<file path="src/chg_regs.svh">
`ifndef CHG_REGS_SVH
`define CHG_REGS_SVH

// Core clock rate
`define CHG_CLK_MHZ        32'h64
`define CHG_US_PER_MS      32'h3e8
`define CHG_US_PER_S       32'hf4240
`define CHG_S_PER_H        32'he10

// Dead-battery exit qualification, 256 us
`define CHG_DB_QUAL_US     32'h100
// Short and precondition exit qualification, 16 ms
`define CHG_QUAL_MS        32'h10
// Low-battery safety timer limit, 2 hours
`define CHG_LB_LIMIT_H     32'h2
// Status blink at 1 Hz: half period of 500 ms
`define CHG_BLINK_HALF_MS  32'h1f4

// Startup delay per select code, in ms
`define CHG_STRT_DLY0_MS   32'ha
`define CHG_STRT_DLY1_MS   32'h64
`define CHG_STRT_DLY2_MS   32'hc8
`define CHG_STRT_DLY3_MS   32'h190

// Field widths
`define CHG_STRT_SEL_W     2
`define CHG_PRE_SEL_W      4
`define CHG_CUR_CODE_W     8

// Synchroniser reset levels: ship pin high, reverse request idle high
`define CHG_PIN_RST        15'h5000

`endif

</file>
<file path="src/chg_pkg.sv">
`default_nettype none

package chg_pkg;

  typedef enum logic [3:0] {
    CHG_MODE_SHIP   = 4'h1,
    CHG_MODE_IDLE   = 4'h2,
    CHG_MODE_REV    = 4'h4,
    CHG_MODE_CHARGE = 4'h8
  } chg_mode_t;

  typedef enum logic [7:0] {
    CS_RESET      = 8'h01,
    CS_DEAD       = 8'h02,
    CS_SHORT      = 8'h04,
    CS_SHORT_HOLD = 8'h08,
    CS_PRE        = 8'h10,
    CS_PRE_HOLD   = 8'h20,
    CS_HANDOFF    = 8'h40,
    CS_FAULT      = 8'h80
  } chg_cstate_t;

endpackage : chg_pkg

`default_nettype wire

</file>
<file path="src/chg_ctrl.sv">
`include "chg_regs.svh"
`default_nettype none

// What this block does
// - Four top modes: ship, idle, reverse, charge
// - Power-up always starts in ship mode
// - Ship disables all but pin monitor, detector
// - Ship entered by host, pin or powerdown
// - Ship goes idle; idle picks charge/reverse
// - Idle-hold bit keeps block in idle
// - Idle: converter off, serial interface alive
// - Charge mode ignores reverse request pin
// - Reverse on pin or force; ignores enable
// - Reset state, timers cleared, startup delay
// - Status low in reset/dead/short/precondition
// - Dead battery below 3V sources 10mA
// - Leave dead after 256us above 3V
// - Short state applies programmable short current
// - Short exit after 16ms above threshold
// - Low-battery timer accumulates, 2 hour limit
// - Short/precondition faults go to fault state
// - Temperature out of range suspends to hold
// - Disabling temperature input forces hold exit
// - Safety timer pauses during temperature hold
// - Status blinks at 1Hz during hold
// - Precondition applies selectable precharge current
// - Precondition exit after 16ms above low
module chg_ctrl
  import chg_pkg::*;
#(
  parameter int unsigned     SHORT_CUR_W    = 4,
  parameter int unsigned     DB_QUAL_CYC    = `CHG_DB_QUAL_US * `CHG_CLK_MHZ,
  parameter int unsigned     QUAL_CYC       = `CHG_QUAL_MS * `CHG_US_PER_MS * `CHG_CLK_MHZ,
  parameter longint unsigned LB_CYC         = 64'(`CHG_LB_LIMIT_H) * 64'(`CHG_S_PER_H)
                                              * 64'(`CHG_US_PER_S) * 64'(`CHG_CLK_MHZ),
  parameter int unsigned     BLINK_HALF_CYC = `CHG_BLINK_HALF_MS * `CHG_US_PER_MS * `CHG_CLK_MHZ,
  parameter int unsigned     STRT0_CYC      = `CHG_STRT_DLY0_MS * `CHG_US_PER_MS * `CHG_CLK_MHZ,
  parameter int unsigned     STRT1_CYC      = `CHG_STRT_DLY1_MS * `CHG_US_PER_MS * `CHG_CLK_MHZ,
  parameter int unsigned     STRT2_CYC      = `CHG_STRT_DLY2_MS * `CHG_US_PER_MS * `CHG_CLK_MHZ,
  parameter int unsigned     STRT3_CYC      = `CHG_STRT_DLY3_MS * `CHG_US_PER_MS * `CHG_CLK_MHZ
) (
  input  wire logic                         core_clk,
  input  wire logic                         reset,
  input  wire logic                         ship_control_pin,
  input  wire logic                         charge_enable_pin,
  input  wire logic                         reverse_power_request_n,
  input  wire logic                         vin_present,
  input  wire logic                         vin_in_range,
  input  wire logic                         vin_ov,
  input  wire logic                         vin_uv,
  input  wire logic                         vbat_present,
  input  wire logic                         bat_above_3v,
  input  wire logic                         bat_above_short,
  input  wire logic                         bat_above_low,
  input  wire logic                         bat_ov,
  input  wire logic                         temp_hot,
  input  wire logic                         temp_cold,
  input  wire logic                         regulator_fault,
  input  wire logic                         ship_cmd,
  input  wire logic                         idle_hold,
  input  wire logic                         reverse_power_force,
  input  wire logic [`CHG_STRT_SEL_W-1:0]   startup_delay_sel,
  input  wire logic [SHORT_CUR_W-1:0]       short_charge_current,
  input  wire logic [`CHG_PRE_SEL_W-1:0]    precharge_current_sel,
  input  wire logic                         regulator_fault_mask,
  input  wire logic                         battery_temp_input_en,
  output logic      [3:0]                   op_mode,
  output logic      [7:0]                   charge_state,
  output logic                              converter_en,
  output logic                              serial_if_en,
  output logic                              dead_batt_source_en,
  output logic                              short_current_en,
  output logic                              precharge_en,
  output logic      [`CHG_CUR_CODE_W-1:0]   charge_current_code,
  output logic                              charge_status_n,
  output logic                              fast_charge_go,
  output logic                              charge_fault
);

  localparam int unsigned STRT_MAX = (STRT0_CYC > STRT1_CYC ? STRT0_CYC : STRT1_CYC) >
                                     (STRT2_CYC > STRT3_CYC ? STRT2_CYC : STRT3_CYC) ?
                                     (STRT0_CYC > STRT1_CYC ? STRT0_CYC : STRT1_CYC) :
                                     (STRT2_CYC > STRT3_CYC ? STRT2_CYC : STRT3_CYC);
  localparam int unsigned STRT_W  = $clog2(STRT_MAX + 1);
  localparam int unsigned LB_W    = $clog2(LB_CYC + 1);
  localparam int unsigned BLINK_W = $clog2(BLINK_HALF_CYC + 1);
  localparam int unsigned QUAL_W  = $clog2(QUAL_CYC + 1);

  if (SHORT_CUR_W == 0 || SHORT_CUR_W > `CHG_CUR_CODE_W || `CHG_PRE_SEL_W > `CHG_CUR_CODE_W ||
      DB_QUAL_CYC == 0 || QUAL_CYC == 0 || LB_CYC == 0 || BLINK_HALF_CYC == 0) begin : g_chk
    $error("chg_ctrl: unsupported parameter values");
  end

  // Input synchronisation
  logic [14:0] pin_s;
  logic        ship_pin_s;
  logic        chg_en_s;
  logic        rev_n_s;
  logic        vin_s;
  logic        vin_ok_s;
  logic        vin_ov_s;
  logic        vin_uv_s;
  logic        vbat_s;
  logic        bat3_s;
  logic        bat_short_s;
  logic        bat_low_s;
  logic        bat_ov_s;
  logic        hot_s;
  logic        cold_s;
  logic        vreg_flt_s;

  chg_sync #(
    .W       (15),
    .RST_VAL (`CHG_PIN_RST)
  ) u_sync (
    .core_clk (core_clk),
    .reset    (reset),
    .din      ({ship_control_pin, charge_enable_pin, reverse_power_request_n, vin_present,
                vin_in_range, vin_ov, vin_uv, vbat_present, bat_above_3v, bat_above_short,
                bat_above_low, bat_ov, temp_hot, temp_cold, regulator_fault}),
    .dout     (pin_s)
  );

  assign {ship_pin_s, chg_en_s, rev_n_s, vin_s, vin_ok_s, vin_ov_s, vin_uv_s, vbat_s, bat3_s,
          bat_short_s, bat_low_s, bat_ov_s, hot_s, cold_s, vreg_flt_s} = pin_s;

  // Top-level mode machine
  chg_mode_t mode_q;
  chg_mode_t mode_d;
  logic      ship_pin_prev_q;
  logic      vin_prev_q;
  logic      ship_go;
  logic      ship_wake;
  logic      rev_want;
  logic      chg_want;
  logic      chg_keep;

  // Previous levels reset to the synchroniser reset levels, so no false edge at start-up
  always_ff @(posedge core_clk) begin
    if (reset) begin
      ship_pin_prev_q <= 1'b1;
      vin_prev_q      <= 1'b0;
    end else begin
      ship_pin_prev_q <= ship_pin_s;
      vin_prev_q      <= vin_s;
    end
  end

  assign ship_go   = ship_cmd || (ship_pin_s && !ship_pin_prev_q) || (!vin_s && !vbat_s);
  assign ship_wake = (!ship_pin_s && ship_pin_prev_q) || (vin_s && !vin_prev_q);
  assign rev_want  = (!rev_n_s || reverse_power_force) && vbat_s;
  assign chg_want  = chg_en_s && vin_ok_s;
  assign chg_keep  = chg_en_s && vin_s;

  always_comb begin
    mode_d = mode_q;
    if (ship_go) begin
      mode_d = CHG_MODE_SHIP;
    end else begin
      unique case (mode_q)
        CHG_MODE_SHIP: begin
          if (ship_wake) begin
            mode_d = CHG_MODE_IDLE;
          end
        end
        CHG_MODE_IDLE: begin
          if (!idle_hold) begin
            if (chg_want) begin
              mode_d = CHG_MODE_CHARGE;
            end else if (rev_want) begin
              mode_d = CHG_MODE_REV;
            end
          end
        end
        CHG_MODE_REV: begin
          if (idle_hold || !rev_want) begin
            mode_d = CHG_MODE_IDLE;
          end
        end
        CHG_MODE_CHARGE: begin
          if (idle_hold || !chg_keep) begin
            mode_d = CHG_MODE_IDLE;
          end
        end
        default: begin
          mode_d = CHG_MODE_SHIP;
        end
      endcase
    end
  end

  always_ff @(posedge core_clk) begin
    if (reset) begin
      mode_q <= CHG_MODE_SHIP;
    end else begin
      mode_q <= mode_d;
    end
  end

  // Charge state machine
  chg_cstate_t cs_q;
  chg_cstate_t cs_d;
  logic        in_chg;
  logic        temp_bad;
  logic        fault_any;
  logic        strt_done;
  logic        db_done;
  logic        short_done;
  logic        pre_done;
  logic        lb_expired;
  logic        handoff;
  logic        cs_hold;
  logic        cs_run;

  assign in_chg    = (mode_q == CHG_MODE_CHARGE);
  assign temp_bad  = battery_temp_input_en && (hot_s || cold_s);
  assign fault_any = lb_expired || bat_ov_s || vin_ov_s || vin_uv_s ||
                     (vreg_flt_s && !regulator_fault_mask);
  assign cs_hold   = (cs_q == CS_SHORT_HOLD) || (cs_q == CS_PRE_HOLD);
  assign cs_run    = (cs_q == CS_DEAD) || (cs_q == CS_SHORT) || (cs_q == CS_PRE);
  assign handoff   = in_chg && (cs_q == CS_PRE) && (cs_d == CS_HANDOFF);

  always_comb begin
    cs_d = cs_q;
    if (!in_chg) begin
      cs_d = CS_RESET;
    end else begin
      unique case (cs_q)
        CS_RESET: begin
          if (strt_done) begin
            cs_d = CS_DEAD;
          end
        end
        CS_DEAD: begin
          if (db_done) begin
            cs_d = CS_SHORT;
          end
        end
        CS_SHORT: begin
          if (fault_any) begin
            cs_d = CS_FAULT;
          end else if (temp_bad) begin
            cs_d = CS_SHORT_HOLD;
          end else if (short_done) begin
            cs_d = CS_PRE;
          end
        end
        CS_SHORT_HOLD: begin
          if (!temp_bad) begin
            cs_d = CS_SHORT;
          end
        end
        CS_PRE: begin
          if (fault_any) begin
            cs_d = CS_FAULT;
          end else if (temp_bad) begin
            cs_d = CS_PRE_HOLD;
          end else if (pre_done) begin
            cs_d = CS_HANDOFF;
          end
        end
        CS_PRE_HOLD: begin
          if (!temp_bad) begin
            cs_d = CS_PRE;
          end
        end
        CS_HANDOFF, CS_FAULT: begin
          cs_d = cs_q;
        end
        default: begin
          cs_d = CS_RESET;
        end
      endcase
    end
  end

  always_ff @(posedge core_clk) begin
    if (reset) begin
      cs_q <= CS_RESET;
    end else begin
      cs_q <= cs_d;
    end
  end

  // Startup delay, counted only while the input is in range
  logic [STRT_W-1:0] strt_cnt_q;
  logic [STRT_W-1:0] strt_lim;

  always_comb begin
    unique case (startup_delay_sel)
      2'h0: strt_lim = STRT_W'(STRT0_CYC);
      2'h1: strt_lim = STRT_W'(STRT1_CYC);
      2'h2: strt_lim = STRT_W'(STRT2_CYC);
      2'h3: strt_lim = STRT_W'(STRT3_CYC);
    endcase
  end

  always_ff @(posedge core_clk) begin
    if (reset || !in_chg || cs_q != CS_RESET || !vin_ok_s) begin
      strt_cnt_q <= '0;
    end else if (strt_cnt_q < strt_lim) begin
      strt_cnt_q <= strt_cnt_q + STRT_W'(1);
    end
  end

  assign strt_done = vin_ok_s && (strt_cnt_q >= strt_lim);

  // Exit qualifiers restart on every entry, so each state lasts at least its figure
  chg_qual #(.LIMIT(DB_QUAL_CYC)) u_db_qual (
    .core_clk (core_clk),
    .reset    (reset),
    .clr      (cs_q != CS_DEAD),
    .cond     (bat3_s),
    .done     (db_done)
  );

  chg_qual #(.LIMIT(QUAL_CYC)) u_short_qual (
    .core_clk (core_clk),
    .reset    (reset),
    .clr      (cs_q != CS_SHORT),
    .cond     (bat_short_s),
    .done     (short_done)
  );

  chg_qual #(.LIMIT(QUAL_CYC)) u_pre_qual (
    .core_clk (core_clk),
    .reset    (reset),
    .clr      (cs_q != CS_PRE),
    .cond     (bat_low_s),
    .done     (pre_done)
  );

  // Low-battery safety timer; counts only in running states, so the holds freeze it
  logic [LB_W-1:0] lb_cnt_q;

  always_ff @(posedge core_clk) begin
    if (reset || !in_chg || cs_q == CS_RESET || handoff) begin
      lb_cnt_q <= '0;
    end else if (cs_run && !lb_expired) begin
      lb_cnt_q <= lb_cnt_q + LB_W'(1);
    end
  end

  assign lb_expired = (lb_cnt_q == LB_W'(LB_CYC));

  // Status blink in the temperature holds
  logic [BLINK_W-1:0] blink_cnt_q;
  logic               blink_q;

  always_ff @(posedge core_clk) begin
    if (reset || !in_chg || !cs_hold) begin
      blink_cnt_q <= '0;
      blink_q     <= 1'b0;
    end else if (blink_cnt_q == BLINK_W'(BLINK_HALF_CYC - 1)) begin
      blink_cnt_q <= '0;
      blink_q     <= !blink_q;
    end else begin
      blink_cnt_q <= blink_cnt_q + BLINK_W'(1);
    end
  end

  // Registered outputs
  logic                       status_n_q;
  logic                       conv_en_q;
  logic                       serial_en_q;
  logic                       dead_src_q;
  logic                       short_en_q;
  logic                       pre_en_q;
  logic [`CHG_CUR_CODE_W-1:0] cur_code_q;
  logic                       go_q;
  logic                       fault_q;

  always_ff @(posedge core_clk) begin
    if (reset) begin
      status_n_q <= 1'b1;
    end else if (in_chg && (cs_q == CS_RESET || cs_run)) begin
      status_n_q <= 1'b0;
    end else if (in_chg && cs_hold) begin
      status_n_q <= blink_q;
    end else begin
      status_n_q <= 1'b1;
    end
  end

  // Converter only switches in reverse or active charge phases; holds stop it
  always_ff @(posedge core_clk) begin
    if (reset) begin
      conv_en_q   <= 1'b0;
      serial_en_q <= 1'b0;
    end else begin
      conv_en_q   <= (mode_q == CHG_MODE_REV) ||
                     (in_chg && (cs_q == CS_SHORT || cs_q == CS_PRE || cs_q == CS_HANDOFF));
      serial_en_q <= (mode_q != CHG_MODE_SHIP);
    end
  end

  always_ff @(posedge core_clk) begin
    if (reset) begin
      dead_src_q <= 1'b0;
      short_en_q <= 1'b0;
      pre_en_q   <= 1'b0;
      cur_code_q <= '0;
    end else begin
      dead_src_q <= in_chg && (cs_q == CS_DEAD);
      short_en_q <= in_chg && (cs_q == CS_SHORT);
      pre_en_q   <= in_chg && (cs_q == CS_PRE);
      if (in_chg && cs_q == CS_SHORT) begin
        cur_code_q <= `CHG_CUR_CODE_W'(short_charge_current);
      end else if (in_chg && cs_q == CS_PRE) begin
        cur_code_q <= `CHG_CUR_CODE_W'(precharge_current_sel);
      end else begin
        cur_code_q <= '0;
      end
    end
  end

  always_ff @(posedge core_clk) begin
    if (reset) begin
      go_q    <= 1'b0;
      fault_q <= 1'b0;
    end else begin
      go_q    <= handoff;
      fault_q <= in_chg && (cs_d == CS_FAULT);
    end
  end

  assign op_mode             = mode_q;
  assign charge_state        = cs_q;
  assign converter_en        = conv_en_q;
  assign serial_if_en        = serial_en_q;
  assign dead_batt_source_en = dead_src_q;
  assign short_current_en    = short_en_q;
  assign precharge_en        = pre_en_q;
  assign charge_current_code = cur_code_q;
  assign charge_status_n     = status_n_q;
  assign fast_charge_go      = go_q;
  assign charge_fault        = fault_q;

  // Checks
  logic [QUAL_W-1:0] short_dwell_q;

  always_ff @(posedge core_clk) begin
    if (reset || cs_q != CS_SHORT) begin
      short_dwell_q <= '0;
    end else if (short_dwell_q != QUAL_W'(QUAL_CYC)) begin
      short_dwell_q <= short_dwell_q + QUAL_W'(1);
    end
  end
endmodule : chg_ctrl

`default_nettype wire

</file>
<file path="src/chg_qual.sv">
`default_nettype none

// Counts consecutive cycles of cond; done once LIMIT cycles are seen
module chg_qual #(
  parameter int unsigned LIMIT = 1
) (
  input  wire logic core_clk,
  input  wire logic reset,
  input  wire logic clr,
  input  wire logic cond,
  output logic      done
);

  localparam int unsigned CW = $clog2(LIMIT + 1);

  if (LIMIT == 0) begin : g_chk
    $error("chg_qual: LIMIT must be at least 1");
  end

  logic [CW-1:0] cnt_q;

  always_ff @(posedge core_clk) begin
    if (reset || clr || !cond) begin
      cnt_q <= '0;
    end else if (cnt_q != CW'(LIMIT)) begin
      cnt_q <= cnt_q + CW'(1);
    end
  end

  assign done = (cnt_q == CW'(LIMIT));

endmodule : chg_qual

`default_nettype wire

</file>
<file path="src/chg_sync.sv">
`default_nettype none

// Three-stage input synchroniser; output follows once stages two and three agree
module chg_sync #(
  parameter int unsigned     W       = 1,
  parameter logic [W-1:0]    RST_VAL = '0
) (
  input  wire logic          core_clk,
  input  wire logic          reset,
  input  wire logic [W-1:0]  din,
  output logic      [W-1:0]  dout
);

  if (W == 0) begin : g_chk
    $error("chg_sync: W must be at least 1");
  end

  for (genvar i = 0; i < W; i++) begin : g_bit
    logic s1_q;
    logic s2_q;
    logic s3_q;
    logic out_q;
    always_ff @(posedge core_clk) begin
      if (reset) begin
        s1_q  <= RST_VAL[i];
        s2_q  <= RST_VAL[i];
        s3_q  <= RST_VAL[i];
        out_q <= RST_VAL[i];
      end else begin
        s1_q <= din[i];
        s2_q <= s1_q;
        s3_q <= s2_q;
        if (s2_q == s3_q) begin
          out_q <= s3_q;
        end
      end
    end
    assign dout[i] = out_q;
  end

endmodule : chg_sync

`default_nettype wire
</file>
<file path="config.mk">
export PLATFORM = sky130hd
export DESIGN_NAME = chg_ctrl
export DESIGN_NICKNAME = d
export VERILOG_FILES = /design/src/chg_pkg.sv /design/src/chg_ctrl.sv /design/src/chg_qual.sv /design/src/chg_sync.sv
export VERILOG_INCLUDE_DIRS = /design/src /design/src/src
export SDC_FILE = /design/constraint.sdc
export NUM_CORES = 1
export LEC_CHECK = 0
export ABC_AREA = 1
export BUFFER_PORTS_ARGS = -buffer_cell sky130_fd_sc_hd__buf_2
export CAP_MARGIN = 20
export CORE_AREA = 3 3 142 144
export DETAILED_ROUTE_END_ITERATION = 12
export DIE_AREA = 0 0 145 147
export PLACE_DENSITY = 0.85
export SLEW_MARGIN = 40
export SYNTH_ARGS = -nofsm -noshare
export SYNTH_HDL_FRONTEND = slang
export SYNTH_SLANG_ARGS = --single-unit
</file>
<file path="constraint.sdc">
create_clock -name core_clk -period 3.2 [get_ports core_clk]
set_clock_uncertainty 0.1 [all_clocks]
set_input_delay 0.32 -clock core_clk [delete_from_list [all_inputs] [get_ports core_clk]]
set_output_delay 0.32 -clock core_clk [all_outputs]
set_load 0.02 [all_outputs]
</file>
==> qor.csv, run 1 <==
metric,value,unit
status,"complete, no violations",
relSlewSlack,52.95,%
crit_path_end_kind,flop,
vdd_drop_max,0.0004616,V
max-clock-path-buffers,3,
num_vias,10656,
async_flop_share,0,%
crit_required,3.55,ns
power_density,468.2,mW/mm^2
min_path_type,in2reg,
utilization,70.64,%
gp_congestion,0.9836,
cp_slowest_cell,o21a_1,
hpwlAfterDp,20.08,mm
ys_seq_area_share,40.46,%
die_x,145,um
crit_arrival,2.93,ns
clk_pin_slew,0.06,ns
fin_nets,1817,
critPathLaunchType,flop,
tritoncts,built,
htreeDepth,1,
via_per_inst,5.254,
numCtsBuffers,25,
row_count,50,
wl_per_cell,13.79,um
path_cells,nor2_1 -> nand2_1 -> nor2_4 -> nor2_1 -> nand2_1 -> o21a_1 -> buf_4 -> nand2_1 -> o21ai_0 -> inv_1 -> nor2_1,
overflow,0,
grt_setup_unrepaired,no,
synthTopCellsByArea,"dfxtp_1, nand2_1, inv_1",
fmaxAchievable,386.7,MHz
ys_types,51,
synth.most_common_cell,nand2_1,
synth_top_area_share,40.46,%
antenna_cells,0,
maxCapViolations,0,
clkSinkCount,236,
synthTopCellsByCount,"nand2_1, inv_1, nor2_1",
ctsResizeCount,0,
path_max_fanout,26,
die-area,0.02132,mm^2
ios,60,
crit_type,reg2reg,
clock_latency,0.52,ns
hold_viol,0,
grt_pass1_vias,10149,
yosysWarningCount,0,
grt_pass1_wl,46.67,mm
drc,0,
synth_edf_count,0,
syn2layout_area_growth,13.93,%
yosys_most_used_dff,dfxtp_1,
slew_violations,0,
final_antenna_net_count,0,
die_y,147,um
p_leak,0.005091,uW
drt-total-wl,27.96,mm
grt_max_degree,49,
final.setup.tns,0,ns
avgSynthCellArea,7.017,um^2
drt_iter0_markers,765,
drive_gt1_share,9.106,%
start_util,62.01,%
clock-root-buffer,clkbuf_16,
synth-seq-cells,236,
core_area,0.01883,mm^2
port_buffers,55,
slowest_delay,0.49,ns
grt.total_usage,25.56,%
period_share,80.81,%
drt_pass1_iterations,5,
worstMarginPinSlew,0.6993,ns
yosysTopAreaCell,dfxtp_1,
antenna_found_initial,0,
setup_violations,0,
netlist_area,0.01168,mm^2
syn_inst,1664,
post-cts-setup-buffers,0,
finalCriticalPeriod,2.586,ns
[cell families (layout without fill, tap and decap cells)]
group / Yosys count / count (layout) / share of synthesized area, %
AND/OR/NAND/NOR: 778 / 778 / 29.49
buffers and inverters: 332 / 433 / 11.36
AO/OA/AOI/OAI: 237 / 237 / 11.53
flip-flops: 236 / 236 / 40.46
XOR/XNOR: 45 / 45 / 3.375
adder cells (fa/ha/maj): 35 / 35 / 3.751
other: 1 / 4 / 0.03212
[path summary, 6_finish.rpt]
| kind | from | to | slack [ns] | depth (start not counted) |
|---|---|---|---|---|
| worst max-delay path | charge_state[0] | lb_cnt_q[38] | 0.61 | 11 |
| worst max register to register | charge_state[0] | lb_cnt_q[38] | 0.61 | 11 |
| worst min-delay path | ship_cmd | op_mode[1] | 0.10 | 4 |
| worst min register to register | u_sync.g_bit[13].s1_q | u_sync.g_bit[13].s2_q | 0.30 | 2 |
[worst max-delay path, delay by kind of cell (launching register included)]
family | cells | cell delay, ns
simple gates | 7 | 1.06
compound gates | 2 | 0.58
buf+inv | 2 | 0.42
flops | 1 | 0.35
[metal layers]
layer	up-vias	share of wire (%)	track usage [%]
met2	284	49	46.67
met3	63	5.0	4.010
met4	0	2.8	7.458
li1	5471	-	-
met1	4838	43	31.26
met5	-	0	0
[final cells by class]
type / instances / area (um^2)
clock buffers: 32 / 691.9
clock inverters: 13 / 205.2
fillers: 1482 / 5528
inverters: 300 / 1126
multi-input cells: 1099 / 5637
flip-flops and latches: 236 / 4725
well taps: 260 / 325.3
repair buffers: 88 / 593.1
[what timing repair did]
| item | CTS | global route |
|---|---|---|
| setup endpoints to repair | 0 | 0 |
| endpoints found under the hold margin | 19 | 0 |
| hold buffers | 23 | 0 |
[state kept, by name, summed over array words and instances (netlist names), 8 cells and up]
name / cells
u_sync.g_bit.s1_q: 15
charge_state: 8
u_sync.g_bit.out_q: 15
u_pre_qual.cnt_q: 21
u_db_qual.cnt_q: 15
lb_cnt_q: 40
strt_cnt_q: 26
u_short_qual.cnt_q: 21
blink_cnt_q: 26
u_sync.g_bit.s2_q: 15
u_sync.g_bit.s3_q: 15
[power breakdown]
group	internal [uW]	switching, uW
logic	54.1	69.6
registers	2960	9.78
clock network	1940	1200
[layout by cell type (no fill, tap or decap), types with 33 or more instances in the layout]
cell / count
inv_1: 291
a21oi_1: 104
buf_2: 55
dfxtp_1: 236
nand4_1: 39
xor2_1: 33
nand3_1: 55
o21ai_0: 75
nand2_1: 306
ha_1: 35
nor3_1: 55
nor2_1: 246
[per-stage QoR]
stage | cell area, um^2 | hold slack (ns) | power [uW] | setup slack, ns | cells
finish | 13300 | 0.1024 | 6229 | 0.6142 | 2028
global route | 13300 | 0.1175 | 6411 | 0.3842 | 2028
CTS | 13300 | 0.07829 | 6274 | 0.6501 | 2028
detailed placement | 12180 | 0.2924 | 3137 | 0.3376 | 1960
global placement | 12180 | 0.2893 | 3132 | 0.4230 | 1960
floorplan | 11690 | 0.2883 | 3101 | 0.7899 | 1667
Note: power is estimated with default switching activity, not from simulation.
==> inputs of run 2 (changes only) <==
--- a/config.mk
+++ b/config.mk
@@ -9,10 +9,10 @@
 export ABC_AREA = 1
 export BUFFER_PORTS_ARGS = -buffer_cell sky130_fd_sc_hd__buf_2
 export CAP_MARGIN = 20
-export CORE_AREA = 3 3 142 144
+export CORE_AREA = 3 3 149 151
 export DETAILED_ROUTE_END_ITERATION = 12
-export DIE_AREA = 0 0 145 147
-export PLACE_DENSITY = 0.85
+export DIE_AREA = 0 0 152 154
+export PLACE_DENSITY = 0.82
 export SLEW_MARGIN = 40
 export SYNTH_ARGS = -nofsm -noshare
 export SYNTH_HDL_FRONTEND = slang
==> constraint.sdc (replaced) <==
create_clock -name core_clk -period 2.3 [get_ports core_clk]
set_clock_uncertainty 0.1 [all_clocks]
set_input_delay 0.23 -clock core_clk [delete_from_list [all_inputs] [get_ports core_clk]]
set_output_delay 0.23 -clock core_clk [all_outputs]
set_load 0.02 [all_outputs]
==> qor.csv, run 2 (same netlist as run 1, synthesis figures left out) <==
metric,value,unit
status,"complete, no violations",
reg_top3,"lb_cnt_q x40, blink_cnt_q x26, strt_cnt_q x26",
crit_arrival,2.57,ns
drc,0,
grt.total_usage,23.49,%
layout_common_cells,"nand2_1, inv_1, nor2_1",
antenna_cells,0,
p_leak,0.005367,uW
maxCapViolations,0,
wl_per_cell,13.79,um
fmaxAchievable,451.7,MHz
worstMarginPinSlew,0.5259,ns
hold_viol,0,
final_antenna_net_count,0,
die-area,0.02341,mm^2
clock-root-buffer,clkbuf_16,
power_density,614.5,mW/mm^2
antenna_found_initial,0,
clkSinkCount,236,
clock_latency,0.52,ns
final.setup.tns,0,ns
drive_gt1_share,15.29,%
largest_register,lb_cnt_q,
relSlewSlack,64.61,%
slew_violations,0,
drt_iter0_markers,688,
num_vias,10991,
grt_pass1_wl,47.74,mm
tritoncts,built,
pre_cts_ws,-0.3198,ns
gp_congestion,1.006,
met1_usage,29.36,%
crit_type,reg2reg,
critPathLaunchType,flop,
largest_reg_flops,40,
row_count,53,
drt-total-wl,28.86,mm
fin_ws,0.08595,ns
use_met3,3.940,%
crit_required,2.66,ns
grt_max_degree,41,
via_per_inst,5.251,
grt_pass1_vias,10550,
busiest_layer,met2,
period_share,96.26,%
port_buffers,55,
clk_pin_slew,0.06,ns
die_x,152,um
vdd_drop_max,0.0005091,V
htreeDepth,1,
ios,60,
syn2layout_area_growth,20.04,%
use_met2,42.08,%
max-clock-path-buffers,3,
finalCriticalPeriod,2.214,ns
setup_violations,0,
hold_ws,0.05293,ns
hpwlAfterDp,20.42,mm
overflow,0,
crit_path_end_kind,flop,
die_y,154,um
fin_nets,1866,
core_area,0.02096,mm^2
start_util,55.72,%
final_common_cell,nand2_1,
min_path_type,in2reg,
drt_pass1_iterations,6,
path_max_fanout,5,
numCtsBuffers,25,
## run 2: cell count changes in the layout (fill, tap and decap cells not counted), moves of 8 or more
cell / change
nor2_2: +10
ha_4: +10
buf_4: +46
nand2_2: +8
nor2_1: -14
nand2_1: -9
dfxtp_2: +15
dfxtp_1: -16
ha_1: -13
## run 2: worst paths after layout
kind,start,to,slack (ns),cells past startpoint
worst max-delay path,strt_cnt_q[13],strt_cnt_q[22],0.09,15
worst min register to register,u_sync.g_bit[2].s1_q,u_sync.g_bit[2].s2_q,0.30,2
worst max register to register,strt_cnt_q[13],strt_cnt_q[22],0.09,15
worst min-delay path,ship_cmd,op_mode[1],0.05,4
## run 2: what timing repair did
item                                   in CTS  in global routing
endpoints found under the hold margin      23                  0
cloned                                      0                  1
pin swaps                                   0                 29
setup endpoints to repair                   1                 67
hold buffers                               24                  0
gates resized for setup                     1                 81
setup buffers                               0                  6
## run 2: metrics by stage
| stage | power, uW | std cells | utilization (%) | area [um^2] |
|---|---|---|---|---|
| 6_report | 8613 | 2093 | 66.89 | 14020 |
| 4_1_cts | 8647 | 2086 | 65.11 | 13640 |
| 3_3_place_gp | 4374 | 2016 | 59.74 | 12520 |
| 2_1_floorplan | 4317 | 1667 | - | 11710 |
| 3_5_place_dp | 4381 | 2016 | 59.74 | 12520 |
| 5_1_grt | 8862 | 2093 | 66.89 | 14020 |
## run 2: cell type report
cell class | instances | area [um^2]
multi-input cells | 1099 | 5929
clock buffers | 34 | 709.4
inverters | 300 | 1129
well taps | 275 | 344.1
flip-flops and latches | 236 | 4747
repair buffers | 137 | 984.7
clock inverters | 12 | 172.7
fillers | 1742 | 6939
## run 2: report_power, final
part,switching [uW],total [uW],internal (uW)
sequential,13.2,4130,4120
clock,1650,4270,2620
combinational,111,214,104
## run 2: critical path, stage by stage, from the launching register on
cell and delay (ns):
dfxtp_4 0.36, ha_4 0.27, nand2_1 0.06, buf_4 0.13, nor2_1 0.09, nand2_1 0.08, nor2_1 0.09, nand2_1 0.09
and2_4 0.17, nand2_4 0.10, inv_2 0.05, nand2_2 0.10, nor2_2 0.07, buf_4 0.13, a21oi_1 0.13, o21a_1 0.13
## run 2: routing by layer
metal  wire length [um]  part of all wire (%)
met5                  0                     0
met4                732                   2.5
met3               1634                   5.7
met2              14140                    49
met1              12350                    43
==> inputs of run 3 (changes only) <==
--- a/config.mk
+++ b/config.mk
@@ -9,11 +9,12 @@
 export ABC_AREA = 1
 export BUFFER_PORTS_ARGS = -buffer_cell sky130_fd_sc_hd__buf_2
 export CAP_MARGIN = 20
-export CORE_AREA = 3 3 149 151
+export CORE_AREA = 3 3 150 152
 export DETAILED_ROUTE_END_ITERATION = 12
-export DIE_AREA = 0 0 152 154
-export PLACE_DENSITY = 0.82
+export DIE_AREA = 0 0 153 155
+export PLACE_DENSITY = 0.81
 export SLEW_MARGIN = 40
 export SYNTH_ARGS = -nofsm -noshare
 export SYNTH_HDL_FRONTEND = slang
 export SYNTH_SLANG_ARGS = --single-unit
+export TNS_END_PERCENT = 20
==> qor.csv, run 3 (same netlist as run 1, synthesis figures left out) <==
metric,value,unit
path_delay_family,simple AND/OR/NAND/NOR gates,
pwr-share-seq,49.9,%
pwr-share-clk,47.7,%
ff2ff_setup_slack,0.06,ns
worstMarginPinSlew,0.5358,ns
path_max_fanout,3,
die_x,153,um
pre_cts_ws,-0.4016,ns
grt_setup_unrepaired,yes,
finalCriticalPeriod,2.237,ns
pwr-share-comb,2.5,%
grt.total_usage,23.09,%
gp_congestion,0.9729,
worst_hold_path.endpoint,op_mode[1],
via_per_inst,5.187,
internal_power,6554,uW
relSlewSlack,63.95,%
period_share,97.27,%
fin_area,0.01386,mm^2
vdd_drop_max,0.0006084,V
final.setup.tns,0,ns
min_path_type,in2reg,
n_fill_cell,1817,
placed_cell_area,0.01257,mm^2
grt_pass1_wl,47.03,mm
crit_required,2.59,ns
fmaxAchievable,447.0,MHz
crit_buf_inv,3,
r2r_cells,13,
reg_top3,"lb_cnt_q x40, blink_cnt_q x26, strt_cnt_q x26",
worstHoldPathCells,4,
largest_reg_flops,40,
cp_slowest_cell,dfxtp_1,
drt_iter0_markers,714,
grt_pass1_vias,10138,
r2r_start,strt_cnt_q[21],
drt_pass1_iterations,5,
slowest_delay,0.41,ns
antenna_cells,0,
crit_type,reg2reg,
numCtsBuffers,25,
setup_violations,0,
num_vias,10840,
drt-total-wl,27.99,mm
path_cells,ha_4 -> nand2_2 -> inv_1 -> nand2_1 -> nand2_1 -> a21oi_2 -> nand4_1 -> nor2_1 -> nand4_1 -> nor2_2 -> buf_4 -> buf_4 -> nor3_1,
grt_max_degree,66,
drc,0,
switching_share,20.82,%
die-area,0.02372,mm^2
crit_arrival,2.53,ns
wl_per_cell,13.39,um
max-clock-path-buffers,3,
min_from,ship_cmd,
fin_nets,1867,
row_count,53,
rr_endpoint,strt_cnt_q[19],
tritoncts,built,
maxCapViolations,0,
layout_common_cells,"nand2_1, inv_1, nor2_1",
drive_gt1_share,13.66,%
p_leak,0.005319,uW
core_area,0.02115,mm^2
utilization,65.52,%
status,"complete, no violations",
die_y,155,um
hold_ws,0.02076,ns
hpwlAfterDp,20.24,mm
crit_path_end_kind,flop,
ios,60,
slew_violations,0,
htreeDepth,1,
clk_pin_slew,0.06,ns
start_util,55.20,%
port_buffers,55,
clock-root-buffer,clkbuf_16,
syn2layout_area_growth,18.70,%
fin_ws,0.06290,ns
largest_register,lb_cnt_q,
p_sw,1724,uW
power_density,597.3,mW/mm^2
hold_viol,0,
antenna_found_initial,0,
clock_latency,0.52,ns
final_antenna_net_count,0,
overflow,0,
clkSinkCount,236,
critPathLaunchType,flop,
final_common_cell,nand2_1,
==> run 3: cell types whose count changed in the layout (fill, tap and decap cells not counted), sizes merged <==
cell      previous run  this run
clkbuf              35        34
bufinv               4         2
inv                302       300
buf                112       113
clkinvlp             2         3
==> run 3: worst min-delay path, stage by stage <==
cell      delay, ns
buf_2          0.09
a21oi_1        0.04
o211ai_1       0.16
nor2_1         0.08
==> run 3: worst max path at each step <==
stage	end	slack, ns	from	cells past startpoint
6_report	strt_cnt_q[19]	0.06	strt_cnt_q[21]	13
5_1_grt	strt_cnt_q[23]	-0.08	strt_cnt_q[21]	13
4_1_cts	strt_cnt_q[23]	0.01	strt_cnt_q[12]	15
3_5_place_dp	strt_cnt_q[23]	-0.40	startup_delay_sel[0]	19
3_3_place_gp	strt_cnt_q[23]	-0.27	startup_delay_sel[0]	19
2_1_floorplan	strt_cnt_q[12]	0.003	startup_delay_sel[1]	16
==> run 3: per-layer routing <==
metal / track usage, % / up-vias / wire length, um
met4: 5.049 / 0 / 442
met5: 0 / - / 0
li1: - / 5569 / -
met3: 3.922 / 46 / 1780
met2: 39.22 / 287 / 13260
met1: 31.16 / 4938 / 12510
==> run 3: power groups by stage <==
stage	logic, uW	clock network [uW]	registers (uW)
4_1_cts	187	4020	4130
3_3_place_gp	149	0	4220
2_1_floorplan	97.9	0	4220
5_1_grt	229	4200	4130
6_report	203	3950	4130
3_5_place_dp	154	0	4220
==> run 3: cell type report <==
cell class	count	area (um^2)	share of cell area, %
Multi-Input combinational cell	1099	5842	42.15
Clock inverter	9	106.4	0.7674
Timing Repair Buffer	138	1002	7.231
Sequential cell	236	4743	34.22
Clock buffer	33	695.7	5.019
Inverter	300	1126	8.125
Tap cell	275	344.1	2.483
==> run 3: what timing repair did <==
| item | in CTS | in global routing |
|---|---|---|
| setup buffers | 0 | 4 |
| hold buffers | 24 | 0 |
| setup endpoints to repair | 1 | 67 |
| resized for setup | 1 | 48 |
| endpoints found under the hold margin | 20 | 0 |
| pin swaps | 0 | 14 |
==> run 3: through the flow <==
step / instances / power [uW]
2_1_floorplan: 1667 / 4317
3_3_place_gp: 2020 / 4370
3_5_place_dp: 2020 / 4377
4_1_cts: 2086 / 8339
5_1_grt: 2090 / 8561
6_report: 2090 / 8278
